===== config.mk =====
export PLATFORM = sky130hd
export DESIGN_NAME = lnbp_ctrl
export DESIGN_NICKNAME = d
export VERILOG_FILES = /design/src/rtl/lnbp_pkg.sv /design/src/rtl/lnbp_ctrl.sv /design/src/rtl/lnbp_timer.sv
export SDC_FILE = /design/constraint.sdc
export NUM_CORES = 1
export LEC_CHECK = 0
export ABC_CLOCK_PERIOD_IN_PS = 5900
export BUFFER_PORTS_ARGS = -buffer_cell sky130_fd_sc_hd__buf_2
export CORE_UTILIZATION = 40
export DETAILED_ROUTE_END_ITERATION = 12
export GPL_ROUTABILITY_DRIVEN = 0
export PLACE_DENSITY = 0.68
export SYNTH_ARGS = -nofsm -noshare
export SYNTH_HDL_FRONTEND = slang
export SYNTH_HIERARCHICAL = 1
export SYNTH_SLANG_ARGS = --single-unit
export TNS_END_PERCENT = 50

===== constraint.sdc =====
create_clock -name clock -period 5.9 [get_ports clock]
set_input_delay 1.18 -clock clock [delete_from_list [all_inputs] [get_ports clock]]
set_output_delay 1.18 -clock clock [all_outputs]
set_load 0.01 [all_outputs]

===== src/rtl/lnbp_pkg.sv =====
// lnbp_pkg: constants shared by the LNB output protection and tone control block
// assumes a 20 MHz clock; all timing counts are derived here from the printed times
`default_nettype none
package lnbp_pkg;
    // clock
    localparam int CLOCK_HZ = 20_000_000;
    localparam int CLOCK_PERIOD_NS = 50;
    // overcurrent disable time and derived counts
    localparam int OC_DISABLE_TIME_MS = 45;
    localparam int OC_DISABLE_CYCLES = OC_DISABLE_TIME_MS * (CLOCK_HZ / 1000);
    localparam int BOOST_DIVISOR = 4;
    // internal tone, half period in cycles (rounded down)
    localparam int TONE_FREQ_HZ = 22_000;
    localparam int TONE_HALF_CYCLES = CLOCK_HZ / (2 * TONE_FREQ_HZ);
    // external tone idle time before return to the dc level (rounded up)
    localparam int EXT_TONE_IDLE_TIME_NS = 42_000;
    localparam int EXT_TONE_IDLE_CYCLES = (EXT_TONE_IDLE_TIME_NS + CLOCK_PERIOD_NS - 1) / CLOCK_PERIOD_NS;
    // timer width, enough for the overcurrent count
    localparam int CNT_W = 20;
    // register port
    localparam int ADDR_W = 3;
    localparam int DATA_W = 8;
    localparam logic [ADDR_W-1:0] ADDR_CTRL = 3'h0;
    localparam logic [ADDR_W-1:0] ADDR_STATUS = 3'h1;
    localparam logic [ADDR_W-1:0] ADDR_IRQ_STATUS = 3'h2;
    localparam logic [ADDR_W-1:0] ADDR_IRQ_ENABLE = 3'h3;
    localparam logic [ADDR_W-1:0] ADDR_IRQ_CLEAR = 3'h4;
    // control register fields
    localparam int CTRL_W = 4;
    localparam int CTRL_OUT_EN = 0;
    localparam int CTRL_BOOST_EN = 1;
    localparam int CTRL_SINK_CURRENT_DISABLE = 2;
    localparam int CTRL_TONE_SRC = 3;
    localparam logic [CTRL_W-1:0] CTRL_RESET = 4'h0;
    // status register fields
    localparam int ST_OCP = 0;
    localparam int ST_CABLE = 1;
    localparam int ST_SKIP = 2;
    localparam int ST_BOOST = 3;
    localparam int ST_INRUSH = 4;
    localparam int ST_TONE = 5;
    // interrupt fields
    localparam int IRQ_W = 3;
    localparam int IRQ_OCP = 0;
    localparam int IRQ_CABLE = 1;
    localparam int IRQ_BOOST_END = 2;
    localparam logic [IRQ_W-1:0] IRQ_RESET = 3'h0;
endpackage
`default_nettype wire


===== src/rtl/lnbp_ctrl.sv =====
// lnbp_ctrl: overcurrent shutdown, 25% limit raise, in-rush window, pulse skip, cable-open flag, tone control
// assumes analog comparators and the tone gate pin arrive synchronous to the 20 MHz clock
// Contract
// - Current held at limit beyond 45 ms switches the LNB output off.
// - The overcurrent fault flag is set in the same cycle the output turns off.
// - With boost enabled, a limit event raises the limit 25% for a quarter disable time.
// - After the boost the limit returns and the boost enable bit clears itself.
// - With boost enable clear, a short is clamped at the programmed limit only.
// - Start-up or reconfiguration surge is allowed up to the limit for at most 45 ms.
// - Boost node above 28 V enters pulse skipping, leaving with 350 mV hysteresis.
// - Boost node above 23.7 V at no load sets the cable-open flag.
// - Tone select zero: internal 22 kHz tone only while the tone gate is high.
// - Tone select one: the tone gate square wave is copied to the output.
// - External mode returns to dc once the gate stays low beyond 42 us.
// - Pull-down is about 30 mA with tone gate low and 60 mA when high.
`default_nettype none
module lnbp_ctrl #(
    parameter int OC_DISABLE_CYCLES = lnbp_pkg::OC_DISABLE_CYCLES
) (
    // clock and reset
    input wire logic clock,
    input wire logic nrst,
    // register port
    input wire logic [lnbp_pkg::ADDR_W-1:0] reg_addr,
    input wire logic [lnbp_pkg::DATA_W-1:0] reg_wdata,
    input wire logic reg_write,
    input wire logic reg_read,
    output logic [lnbp_pkg::DATA_W-1:0] reg_rdata,
    // analog comparators
    input wire logic current_at_limit,
    input wire logic boost_above_skip,
    input wire logic boost_above_return,
    input wire logic boost_above_cable_open,
    input wire logic output_reconfig,
    // tone pin
    input wire logic tone_gate_input,
    // analog controls
    output logic lnb_output_enable,
    output logic limit_raise,
    output logic inrush_allow,
    output logic pulse_skip,
    output logic sink_current_disable,
    output logic tone_active,
    output logic tone_level,
    output logic pulldown_strong,
    // interrupt
    output logic irq
);
    localparam int CNT_W = lnbp_pkg::CNT_W;
    localparam logic [CNT_W-1:0] OC_LIMIT = CNT_W'(OC_DISABLE_CYCLES);
    localparam logic [CNT_W-1:0] BOOST_LIMIT = CNT_W'(OC_DISABLE_CYCLES / lnbp_pkg::BOOST_DIVISOR);
    localparam logic [CNT_W-1:0] TONE_LIMIT = CNT_W'(lnbp_pkg::TONE_HALF_CYCLES);
    localparam logic [CNT_W-1:0] IDLE_LIMIT = CNT_W'(lnbp_pkg::EXT_TONE_IDLE_CYCLES);

    // protection state
    logic [lnbp_pkg::CTRL_W-1:0] ctrl_r, ctrl_nxt;
    logic ocp_r, ocp_nxt;
    logic boost_active_r, boost_active_nxt;
    logic limit_d_r, limit_d_nxt;
    logic inrush_r, inrush_nxt;
    logic inrush_spent_r, inrush_spent_nxt;
    // monitor state
    logic skip_r, skip_nxt;
    logic cable_r, cable_nxt;
    // tone state
    logic tone_level_r, tone_level_nxt;
    logic tone_active_r, tone_active_nxt;
    logic pulldown_r, pulldown_nxt;
    // bus and interrupt state
    logic [lnbp_pkg::IRQ_W-1:0] irq_stat_r, irq_stat_nxt;
    logic [lnbp_pkg::IRQ_W-1:0] irq_en_r, irq_en_nxt;
    logic [lnbp_pkg::DATA_W-1:0] rdata_r, rdata_nxt;
    logic irq_r, irq_nxt;

    // timers
    logic [CNT_W-1:0] oc_count, boost_count, inrush_count, idle_count;
    logic oc_done, boost_done, inrush_done, tone_done, idle_done;
    logic oc_run, tone_run, idle_run;

    // decoded strobes and events
    logic wr_ctrl, wr_irq_en, wr_irq_clr;
    logic limit_event, boost_start, host_sets_boost, host_enables;
    logic ext_mode;
    logic [lnbp_pkg::IRQ_W-1:0] irq_events;
    logic [lnbp_pkg::DATA_W-1:0] status_word;

    assign wr_ctrl = reg_write && (reg_addr == lnbp_pkg::ADDR_CTRL);
    assign wr_irq_en = reg_write && (reg_addr == lnbp_pkg::ADDR_IRQ_ENABLE);
    assign wr_irq_clr = reg_write && (reg_addr == lnbp_pkg::ADDR_IRQ_CLEAR);
    assign host_sets_boost = wr_ctrl && reg_wdata[lnbp_pkg::CTRL_BOOST_EN];
    assign host_enables = wr_ctrl && reg_wdata[lnbp_pkg::CTRL_OUT_EN];
    assign ext_mode = ctrl_r[lnbp_pkg::CTRL_TONE_SRC];

    // only a continuous stretch at the limit reaches the end of the count
    assign oc_run = current_at_limit && ctrl_r[lnbp_pkg::CTRL_OUT_EN];
    assign tone_run = !ext_mode && tone_gate_input;
    assign idle_run = ext_mode && !tone_gate_input && tone_active_r;

    lnbp_timer #(.WIDTH(CNT_W)) u_oc_timer (
        .clock(clock), .nrst(nrst), .run(oc_run), .limit(OC_LIMIT), .count(oc_count), .done(oc_done)
    );
    lnbp_timer #(.WIDTH(CNT_W)) u_boost_timer (
        .clock(clock), .nrst(nrst), .run(boost_active_r), .limit(BOOST_LIMIT), .count(boost_count),
        .done(boost_done)
    );
    lnbp_timer #(.WIDTH(CNT_W)) u_inrush_timer (
        .clock(clock), .nrst(nrst), .run(inrush_r), .limit(OC_LIMIT), .count(inrush_count),
        .done(inrush_done)
    );
    lnbp_timer #(.WIDTH(CNT_W)) u_tone_timer (
        .clock(clock), .nrst(nrst), .run(tone_run), .limit(TONE_LIMIT), .count(), .done(tone_done)
    );
    lnbp_timer #(.WIDTH(CNT_W)) u_idle_timer (
        .clock(clock), .nrst(nrst), .run(idle_run), .limit(IDLE_LIMIT), .count(idle_count), .done(idle_done)
    );

    // protection: overcurrent shutdown, limit raise, in-rush window
    always_comb begin
        limit_event = current_at_limit && !limit_d_r;
        boost_start = ctrl_r[lnbp_pkg::CTRL_BOOST_EN] && limit_event && !boost_active_r
                      && ctrl_r[lnbp_pkg::CTRL_OUT_EN];
        ctrl_nxt = ctrl_r;
        if (wr_ctrl) begin
            ctrl_nxt = reg_wdata[lnbp_pkg::CTRL_W-1:0];
        end
        // a host write setting the bit in the same cycle keeps the request
        if (boost_done && !host_sets_boost) begin
            ctrl_nxt[lnbp_pkg::CTRL_BOOST_EN] = 1'b0;
        end
        // shutdown beats a simultaneous host enable; no automatic restart
        if (oc_done) begin
            ctrl_nxt[lnbp_pkg::CTRL_OUT_EN] = 1'b0;
        end
        ocp_nxt = oc_done || (ocp_r && !host_enables);
        // without a start the limit stays at the programmed value
        boost_active_nxt = boost_start
                           || (boost_active_r && !boost_done && !oc_done
                               && ctrl_r[lnbp_pkg::CTRL_OUT_EN]);
        limit_d_nxt = current_at_limit;
        inrush_nxt = ctrl_r[lnbp_pkg::CTRL_OUT_EN] && output_reconfig && !inrush_spent_r && !inrush_done;
        inrush_spent_nxt = output_reconfig && (inrush_spent_r || inrush_done);
    end

    always_ff @(posedge clock or negedge nrst) begin
        if (!nrst) begin
            ctrl_r <= lnbp_pkg::CTRL_RESET;
            ocp_r <= 1'b0;
            boost_active_r <= 1'b0;
            limit_d_r <= 1'b0;
            inrush_r <= 1'b0;
            inrush_spent_r <= 1'b0;
        end else begin
            ctrl_r <= ctrl_nxt;
            ocp_r <= ocp_nxt;
            boost_active_r <= boost_active_nxt;
            limit_d_r <= limit_d_nxt;
            inrush_r <= inrush_nxt;
            inrush_spent_r <= inrush_spent_nxt;
        end
    end

    // boost node monitors
    always_comb begin
        skip_nxt = skip_r;
        if (boost_above_skip) begin
            skip_nxt = 1'b1;
        end else if (!boost_above_return) begin
            skip_nxt = 1'b0;
        end
        // live flag; the sticky copy lives in the interrupt status
        cable_nxt = boost_above_cable_open;
    end

    always_ff @(posedge clock or negedge nrst) begin
        if (!nrst) begin
            skip_r <= 1'b0;
            cable_r <= 1'b0;
        end else begin
            skip_r <= skip_nxt;
            cable_r <= cable_nxt;
        end
    end

    // tone generation
    always_comb begin
        if (ext_mode) begin
            tone_level_nxt = tone_gate_input;
            tone_active_nxt = tone_gate_input || (tone_active_r && !idle_done);
        end else begin
            tone_active_nxt = tone_gate_input;
            tone_level_nxt = 1'b0;
            if (tone_gate_input) begin
                tone_level_nxt = tone_done ? !tone_level_r : tone_level_r;
            end
        end
        pulldown_nxt = tone_gate_input;
    end

    always_ff @(posedge clock or negedge nrst) begin
        if (!nrst) begin
            tone_level_r <= 1'b0;
            tone_active_r <= 1'b0;
            pulldown_r <= 1'b0;
        end else begin
            tone_level_r <= tone_level_nxt;
            tone_active_r <= tone_active_nxt;
            pulldown_r <= pulldown_nxt;
        end
    end

    // register reads, interrupt status and line
    always_comb begin
        status_word = '0;
        status_word[lnbp_pkg::ST_OCP] = ocp_r;
        status_word[lnbp_pkg::ST_CABLE] = cable_r;
        status_word[lnbp_pkg::ST_SKIP] = skip_r;
        status_word[lnbp_pkg::ST_BOOST] = boost_active_r;
        status_word[lnbp_pkg::ST_INRUSH] = inrush_r;
        status_word[lnbp_pkg::ST_TONE] = tone_active_r;
        irq_events = '0;
        irq_events[lnbp_pkg::IRQ_OCP] = oc_done;
        irq_events[lnbp_pkg::IRQ_CABLE] = boost_above_cable_open && !cable_r;
        irq_events[lnbp_pkg::IRQ_BOOST_END] = boost_done;
        // a new event in the clearing cycle survives
        irq_stat_nxt = irq_stat_r | irq_events;
        if (wr_irq_clr) begin
            irq_stat_nxt = (irq_stat_r & ~reg_wdata[lnbp_pkg::IRQ_W-1:0]) | irq_events;
        end
        irq_en_nxt = wr_irq_en ? reg_wdata[lnbp_pkg::IRQ_W-1:0] : irq_en_r;
        irq_nxt = |(irq_stat_nxt & irq_en_nxt);
        rdata_nxt = '0;
        if (reg_read) begin
            unique case (reg_addr)
                lnbp_pkg::ADDR_CTRL: rdata_nxt = {4'h0, ctrl_r};
                lnbp_pkg::ADDR_STATUS: rdata_nxt = status_word;
                lnbp_pkg::ADDR_IRQ_STATUS: rdata_nxt = {5'h00, irq_stat_r};
                lnbp_pkg::ADDR_IRQ_ENABLE: rdata_nxt = {5'h00, irq_en_r};
                default: rdata_nxt = '0;
            endcase
        end
    end

    always_ff @(posedge clock or negedge nrst) begin
        if (!nrst) begin
            irq_stat_r <= lnbp_pkg::IRQ_RESET;
            irq_en_r <= lnbp_pkg::IRQ_RESET;
            rdata_r <= '0;
            irq_r <= 1'b0;
        end else begin
            irq_stat_r <= irq_stat_nxt;
            irq_en_r <= irq_en_nxt;
            rdata_r <= rdata_nxt;
            irq_r <= irq_nxt;
        end
    end

    assign reg_rdata = rdata_r;
    assign lnb_output_enable = ctrl_r[lnbp_pkg::CTRL_OUT_EN];
    assign sink_current_disable = ctrl_r[lnbp_pkg::CTRL_SINK_CURRENT_DISABLE];
    assign limit_raise = boost_active_r;
    assign inrush_allow = inrush_r;
    assign pulse_skip = skip_r;
    assign tone_active = tone_active_r;
    assign tone_level = tone_level_r;
    assign pulldown_strong = pulldown_r;
    assign irq = irq_r;
endmodule // lnbp_ctrl
`default_nettype wire


===== src/rtl/lnbp_timer.sv =====
// lnbp_timer: cycle counter that runs while enabled and flags its last cycle
// assumes limit is at least one and stays steady while the counter runs
`default_nettype none
module lnbp_timer #(
    parameter int WIDTH = 20
) (
    // clock and reset
    input wire logic clock,
    input wire logic nrst,
    // control
    input wire logic run,
    input wire logic [WIDTH-1:0] limit,
    // state
    output logic [WIDTH-1:0] count,
    output logic done
);
    logic [WIDTH-1:0] count_r;
    logic [WIDTH-1:0] count_nxt;

    always_comb begin
        done = run && (count_r == limit - 1'b1);
        count_nxt = '0;
        // dropping run restarts from zero
        if (run && !done) begin
            count_nxt = count_r + 1'b1;
        end
    end

    always_ff @(posedge clock or negedge nrst) begin
        if (!nrst) begin
            count_r <= '0;
        end else begin
            count_r <= count_nxt;
        end
    end

    assign count = count_r;
endmodule // lnbp_timer
`default_nettype wire


After elaboration in Yosys (flattened, before gate mapping)
Cells that the tools add are included. Widths: inputs -> output; s select.

Flip-flop bits (word level): 129. Input port bits: 21. Output and inout bits: 17.

Add/sub/neg operators: 5. Eq/ne operators: 11. Mux-type cells: 18. Bitwise logic cells: 5. Reduce and logical (&&, ||, !) cells: 55.

Operator list (number): $add 20x1->20 const B (5); $mux 20 (5); $eq 20x20->1 const B (2); $logic_and 1x1->1 (33); $pmux 6 s4 (1); $eq 20x10->1 const B (1); $eq 20x18->1 const B (1); $eq 20x9->1 const B (1); $logic_not 1->1 (14); $mux 1 (8); $and 3x3->3 (2); $eq 3x2->1 const B (2); $mux 3 (2); $mux 6 (1); $or 3x3->3 (2); $logic_or 1x1->1 (4); $reduce_bool 2->1 (2); $eq 3x1->1 const B (1); $eq 3x3->1 const B (1); $logic_not 3->1 (1); $ne 3x1->1 const B (1); $not 3->3 (1); $reduce_or 3->1 (1); $mux 2 (1); $ne 2x2->1 const B (1).

Depth between registers and ports, before layout
Word-level depth: 8. Gate-level depth with buffers: 12.

Hierarchy
The synthesis kept the hierarchy.

Modules (own cells, without submodules): lnbp_timer (u_idle_timer ...) (instances 3, cells an instance 233, area an instance 1895.6 sq um, seq. area each 500.5 sq um); lnbp_timer (u_tone_timer) (instances 1, cells an instance 223, area an instance 1909.3 sq um, seq. area each 500.5 sq um); lnbp_timer (u_boost_timer) (instances 1, cells an instance 195, area an instance 1737.9 sq um, seq. area each 500.5 sq um); lnbp_ctrl (instances 1, cells an instance 96, area an instance 1167.4 sq um, seq. area each 675.6 sq um).

Least setup slack after synthesis
Ideal clock, no wire load.

Path kind: register -> register. From: register u_oc_timer.count_r[9], in the netlist u_oc_timer/count[9]. To: register irq_r, in the netlist irq. Setup time: 0.066 ns. Data arrival time: 2.500 ns. Data required time: 5.834 ns. Slack: 3.334 ns. Cell stages (with the launch flop): 10. Path buffers: 0. Period minus slack after synthesis: 2.566 ns. Path through: dfrtp_1 xor2_1 a211oi_1 o311ai_0 or3_1 or4_4 a2111oi_4 nor3b_1 nor2_1 a221o_1.

Longest elaborated chain between the ends: 6. Elaborated cells on any way between the ends: 7. Those cells by class: eq/ne (1); mux (1); bitwise (3); reduce/logical (2).

RTL lines: start: declaration (RTL line lnbp_timer.sv:17) `logic [WIDTH-1:0] count_r;`; start signal: assignment (RTL line lnbp_timer.sv:33) `count_r <= count_nxt;`; $eq 20x20->1 (*) (RTL line lnbp_timer.sv:21) `done = run && (count_r == limit - 1'b1);`; $logic_and 1x1->1 (*) (RTL line lnbp_timer.sv:21); named net oc_done (RTL line lnbp_ctrl.sv:77) `logic oc_done, boost_done, inrush_done, tone_done, idle_done;`; $or 3x3->3 (on tied branches) (RTL line lnbp_ctrl.sv:225, lnbp_ctrl.sv:227); $mux 3 (*) (RTL line lnbp_ctrl.sv:226) `if (wr_irq_clr) begin`; named net irq_stat_nxt, one bit (RTL line lnbp_ctrl.sv:70) `logic [lnbp_pkg::IRQ_W-1:0] irq_stat_r, irq_stat_nxt;`; $and 3x3->3 (*) (RTL line lnbp_ctrl.sv:230) `irq_nxt = |(irq_stat_nxt & irq_en_nxt);`; $reduce_or 3->1 (*) (RTL line lnbp_ctrl.sv:230); named net irq_nxt (RTL line lnbp_ctrl.sv:73) `logic irq_r, irq_nxt;`; end signal: assignment (RTL line lnbp_ctrl.sv:253) `irq_r <= irq_nxt;`; end: declaration (RTL line lnbp_ctrl.sv:73).

The timed path passes the listed nets; every way through them passes the cells marked *. A chain may end at the register's enable or synchronous reset.

Worst setup path in the final report
Same ends and word-level chain as after synthesis.

==> results.toml <==
[power_and_ir_drop]
swShare = 0.271
p_seq_frac = 0.392
intPower_w = 0.00172
pwr_density_cell_mw_per_mm2 = 182
ir_drop_mv = 0.206
fin_total_pwr_w = 0.00236
p_leak_nw = 5.74
p_sw_w = 0.000639
p_clk_frac = 0.478
comb_power_share = 0.130

[logic_synthesis]
yosysTopAreaCell = "dfrtp_1"
ys_seq_elements = 127
synth_top_area_frac = 0.303
netlist_area_mm2 = 0.0105
synth-edff-count = 0
synth-main-ff-cell = "dfrtp_1"
postSynth.asyncResetShare = 1.00
synthTopCellsByArea = "dfrtp_1, xnor2_1, xor2_1"
avgSynthCellArea_um2 = 8.66
ys_seq_area_frac = 0.303
synth_warnings = 6
synthCells = 1213
ys_types = 91

[cells_and_area]
drive_gt1_frac = 0.108
area_growth_pct = 23.1
fin_nets = 1630

[clocking]
hold_buffers = 0
cts_buffer_depth = 2
cts_tree = "done"
clk_pin_slew_ns = 0.06
clockRootBuffer = "clkbuf_16"
ctsResizeCount = 0
cts_made_buffers = 17
clkSinkCount = 127
htreeDepth = 4
insertion_delay_ns = 0.42
postCtsSetupRepairBufs = 0

[detailed_routing]
wl_per_cell_um = 11.9
antenna_left = 0
wirelength_mm = 23.2
num_vias = 9055
first_iter_violations = 417
dr.pass1.iters = 6
drc = 0
via_per_inst = 4.66

[critical_path]
critical_path_class = "flop to flop"
rrSetupSlack_ns = 2.86
cp_max_fo = 6
critPathArrivalTime_ns = 3.39
reg2regPathDepth = 9
path_cells = "xor2_1 > a211oi_1 > o311ai_0 > or3_1 > or4_4 > a2111oi_4 > nor3b_1 > nor2_1 > a221o_1"
rr_endpoint = "irq"
slowest_delay_ns = 0.54
startpoint_type = "flop"
rr_startpoint = "u_oc_timer/count[9]"
cp-end-kind = "flop"
cp_slowest_cell = "or4_4"
worstPathRequired_ns = 6.25

[worst_hold_path]
whs_path_depth = 1
hp-class = "flop to flop"
min_to = "inrush_allow"
worstHoldStart = "inrush_spent_r"

[global_route]
antenna_found_initial = 3
grt_pass1_wl_mm = 41.0
track_usage = 0.188
grt_pass1_vias = 8940
grt_overflow_total = 0
grt_max_degree = 70

[die]
dieHeight_um = 164
dieWidth_um = 164
io_pins = 38
core_area_mm2 = 0.0255
start_util = 0.412
rows = 58
die_area_mm2 = 0.0269

[placed_design]
io_buffers = 31
dp_hpwl_mm = 17.5

[run_status]
status = "completed"

[sta]
setup_viol_count_final = 0
hold_violations = 0
max_freq_mhz = 329
slew_headroom = 0.503
layout_worst_path_cycle_share = 0.516
drv_slew = 0
period_minus_slack_ns = 3.04
timing.setup.tns_ns = 0
worstMarginPinSlew_ns = 0.746
rsz0062_at_grt = "no"
finalClockSkew_ns = 0.0106

[flow_run]
maxCapViolCount = 0
## cell type report
class	count	area [um2]
Fill cell	2396	12500
Multi-Input combinational cell	1368	8310
Sequential cell	127	3180
Clock buffer	18	429
Tap cell	330	413
Timing Repair Buffer	38	214
Clock inverter	14	201
Inverter	47	176
Antenna cell	3	7.51
## sequential cells by signal, indices dropped and copies added (netlist names)
name and cells:
tone_level 1, cable_r 1, u_idle_timer/count 20, u_oc_timer/count 20, u_boost_timer/count 20, pulse_skip 1, ocp_r 1, limit_d_r 1
inrush_spent_r 1, u_tone_timer/count 20, irq_stat_r 3, tone_active 1, inrush_allow 1, irq 1, irq_en_r 3, pulldown_strong 1
reg_rdata 6, ctrl_r 4, limit_raise 1, u_inrush_timer/count 20
## through the flow
stage	util	hold slack, ns	area [um2]	cells	setup WS [ns]
global placement	0.483	0.415	12300	1910	2.92
detailed placement	0.483	0.422	12300	1910	2.89
CTS	0.507	0.431	12900	1942	2.89
finish	0.508	0.433	12900	1945	2.86
global route	0.508	0.448	12900	1945	2.69
floorplan	-	0.409	11900	1594	3.33
## how the worst max path moves through the flow
stage / startpoint / endpoint / slack (ns)
CTS: u_oc_timer/count[9] / irq / 2.89
detailed placement: current_at_limit / irq / 2.89
floorplan: u_oc_timer/count[9] / irq / 3.33
finish: u_oc_timer/count[9] / irq / 2.86
global route: u_oc_timer/count[9] / irq / 2.69
global placement: current_at_limit / irq / 2.92
## synthesized netlist by cell type (all sizes together), types with 21 or more instances
| master | count |
|---|---|
| a21oi | 63 |
| buf | 27 |
| nor4 | 26 |
| xor2 | 93 |
| clkbuf | 25 |
| nand2b | 21 |
| nand3 | 53 |
| inv | 47 |
| nand2 | 124 |
| nor3 | 59 |
| nor2 | 99 |
| o21ai | 22 |
| xnor2 | 103 |
| or3 | 21 |
| dfrtp | 127 |
| nand4 | 37 |
## cells in the final DEF, fill, tap and decap left out, drive strengths merged, types with 26 or more instances in the layout
master / n
nor3: 59
inv: 53
xnor2: 103
a21oi: 63
nor4: 26
conb: 383
nand3: 53
buf: 38
nor2: 99
nand4: 37
nand2: 124
dfrtp: 127
xor2: 93
## routing by layer
layer  GRT usage  wire [um]  vias up
li1            -          -     4735
met5           0          0        -
met3      0.0240        486       31
met4      0.0707        493        0
met2       0.328      11400      108
met1       0.236      10900     4181
## power groups by stage
stage               clock [W]  combinational, W  sequential [W]
finish                0.00113          0.000306        0.000924
global route          0.00119          0.000351        0.000929
CTS                   0.00115          0.000294        0.000926
detailed placement          0          0.000293        0.000942
global placement            0          0.000289        0.000941
floorplan                   0          0.000235        0.000930
## worst max-delay path: cells and delay by family (launching register included)
| kind | cells | cell delay [ns] |
|---|---|---|
| AOI/OAI and AO/OA | 4 | 1.19 |
| and+or+nand+nor | 4 | 1.18 |
| DFF | 1 | 0.46 |
| xor gates and xnor gates | 1 | 0.16 |
## cells by family (layout without fill, tap and decap cells)
| kind of cell | Yosys count | count (layout) | synth area share |
|---|---|---|---|
| muxes | 18 | 18 | 0.0181 |
| xor gates and xnor gates | 197 | 197 | 0.166 |
| AOI/OAI and AO/OA | 199 | 199 | 0.141 |
| and+or+nand+nor | 561 | 561 | 0.316 |
| buffers and inverters | 99 | 117 | 0.0435 |
| other | 2 | 386 | 0.000715 |
| adders and majority gates | 10 | 10 | 0.0119 |
| DFF | 127 | 127 | 0.303 |
(Power assumes the default switching activity.)
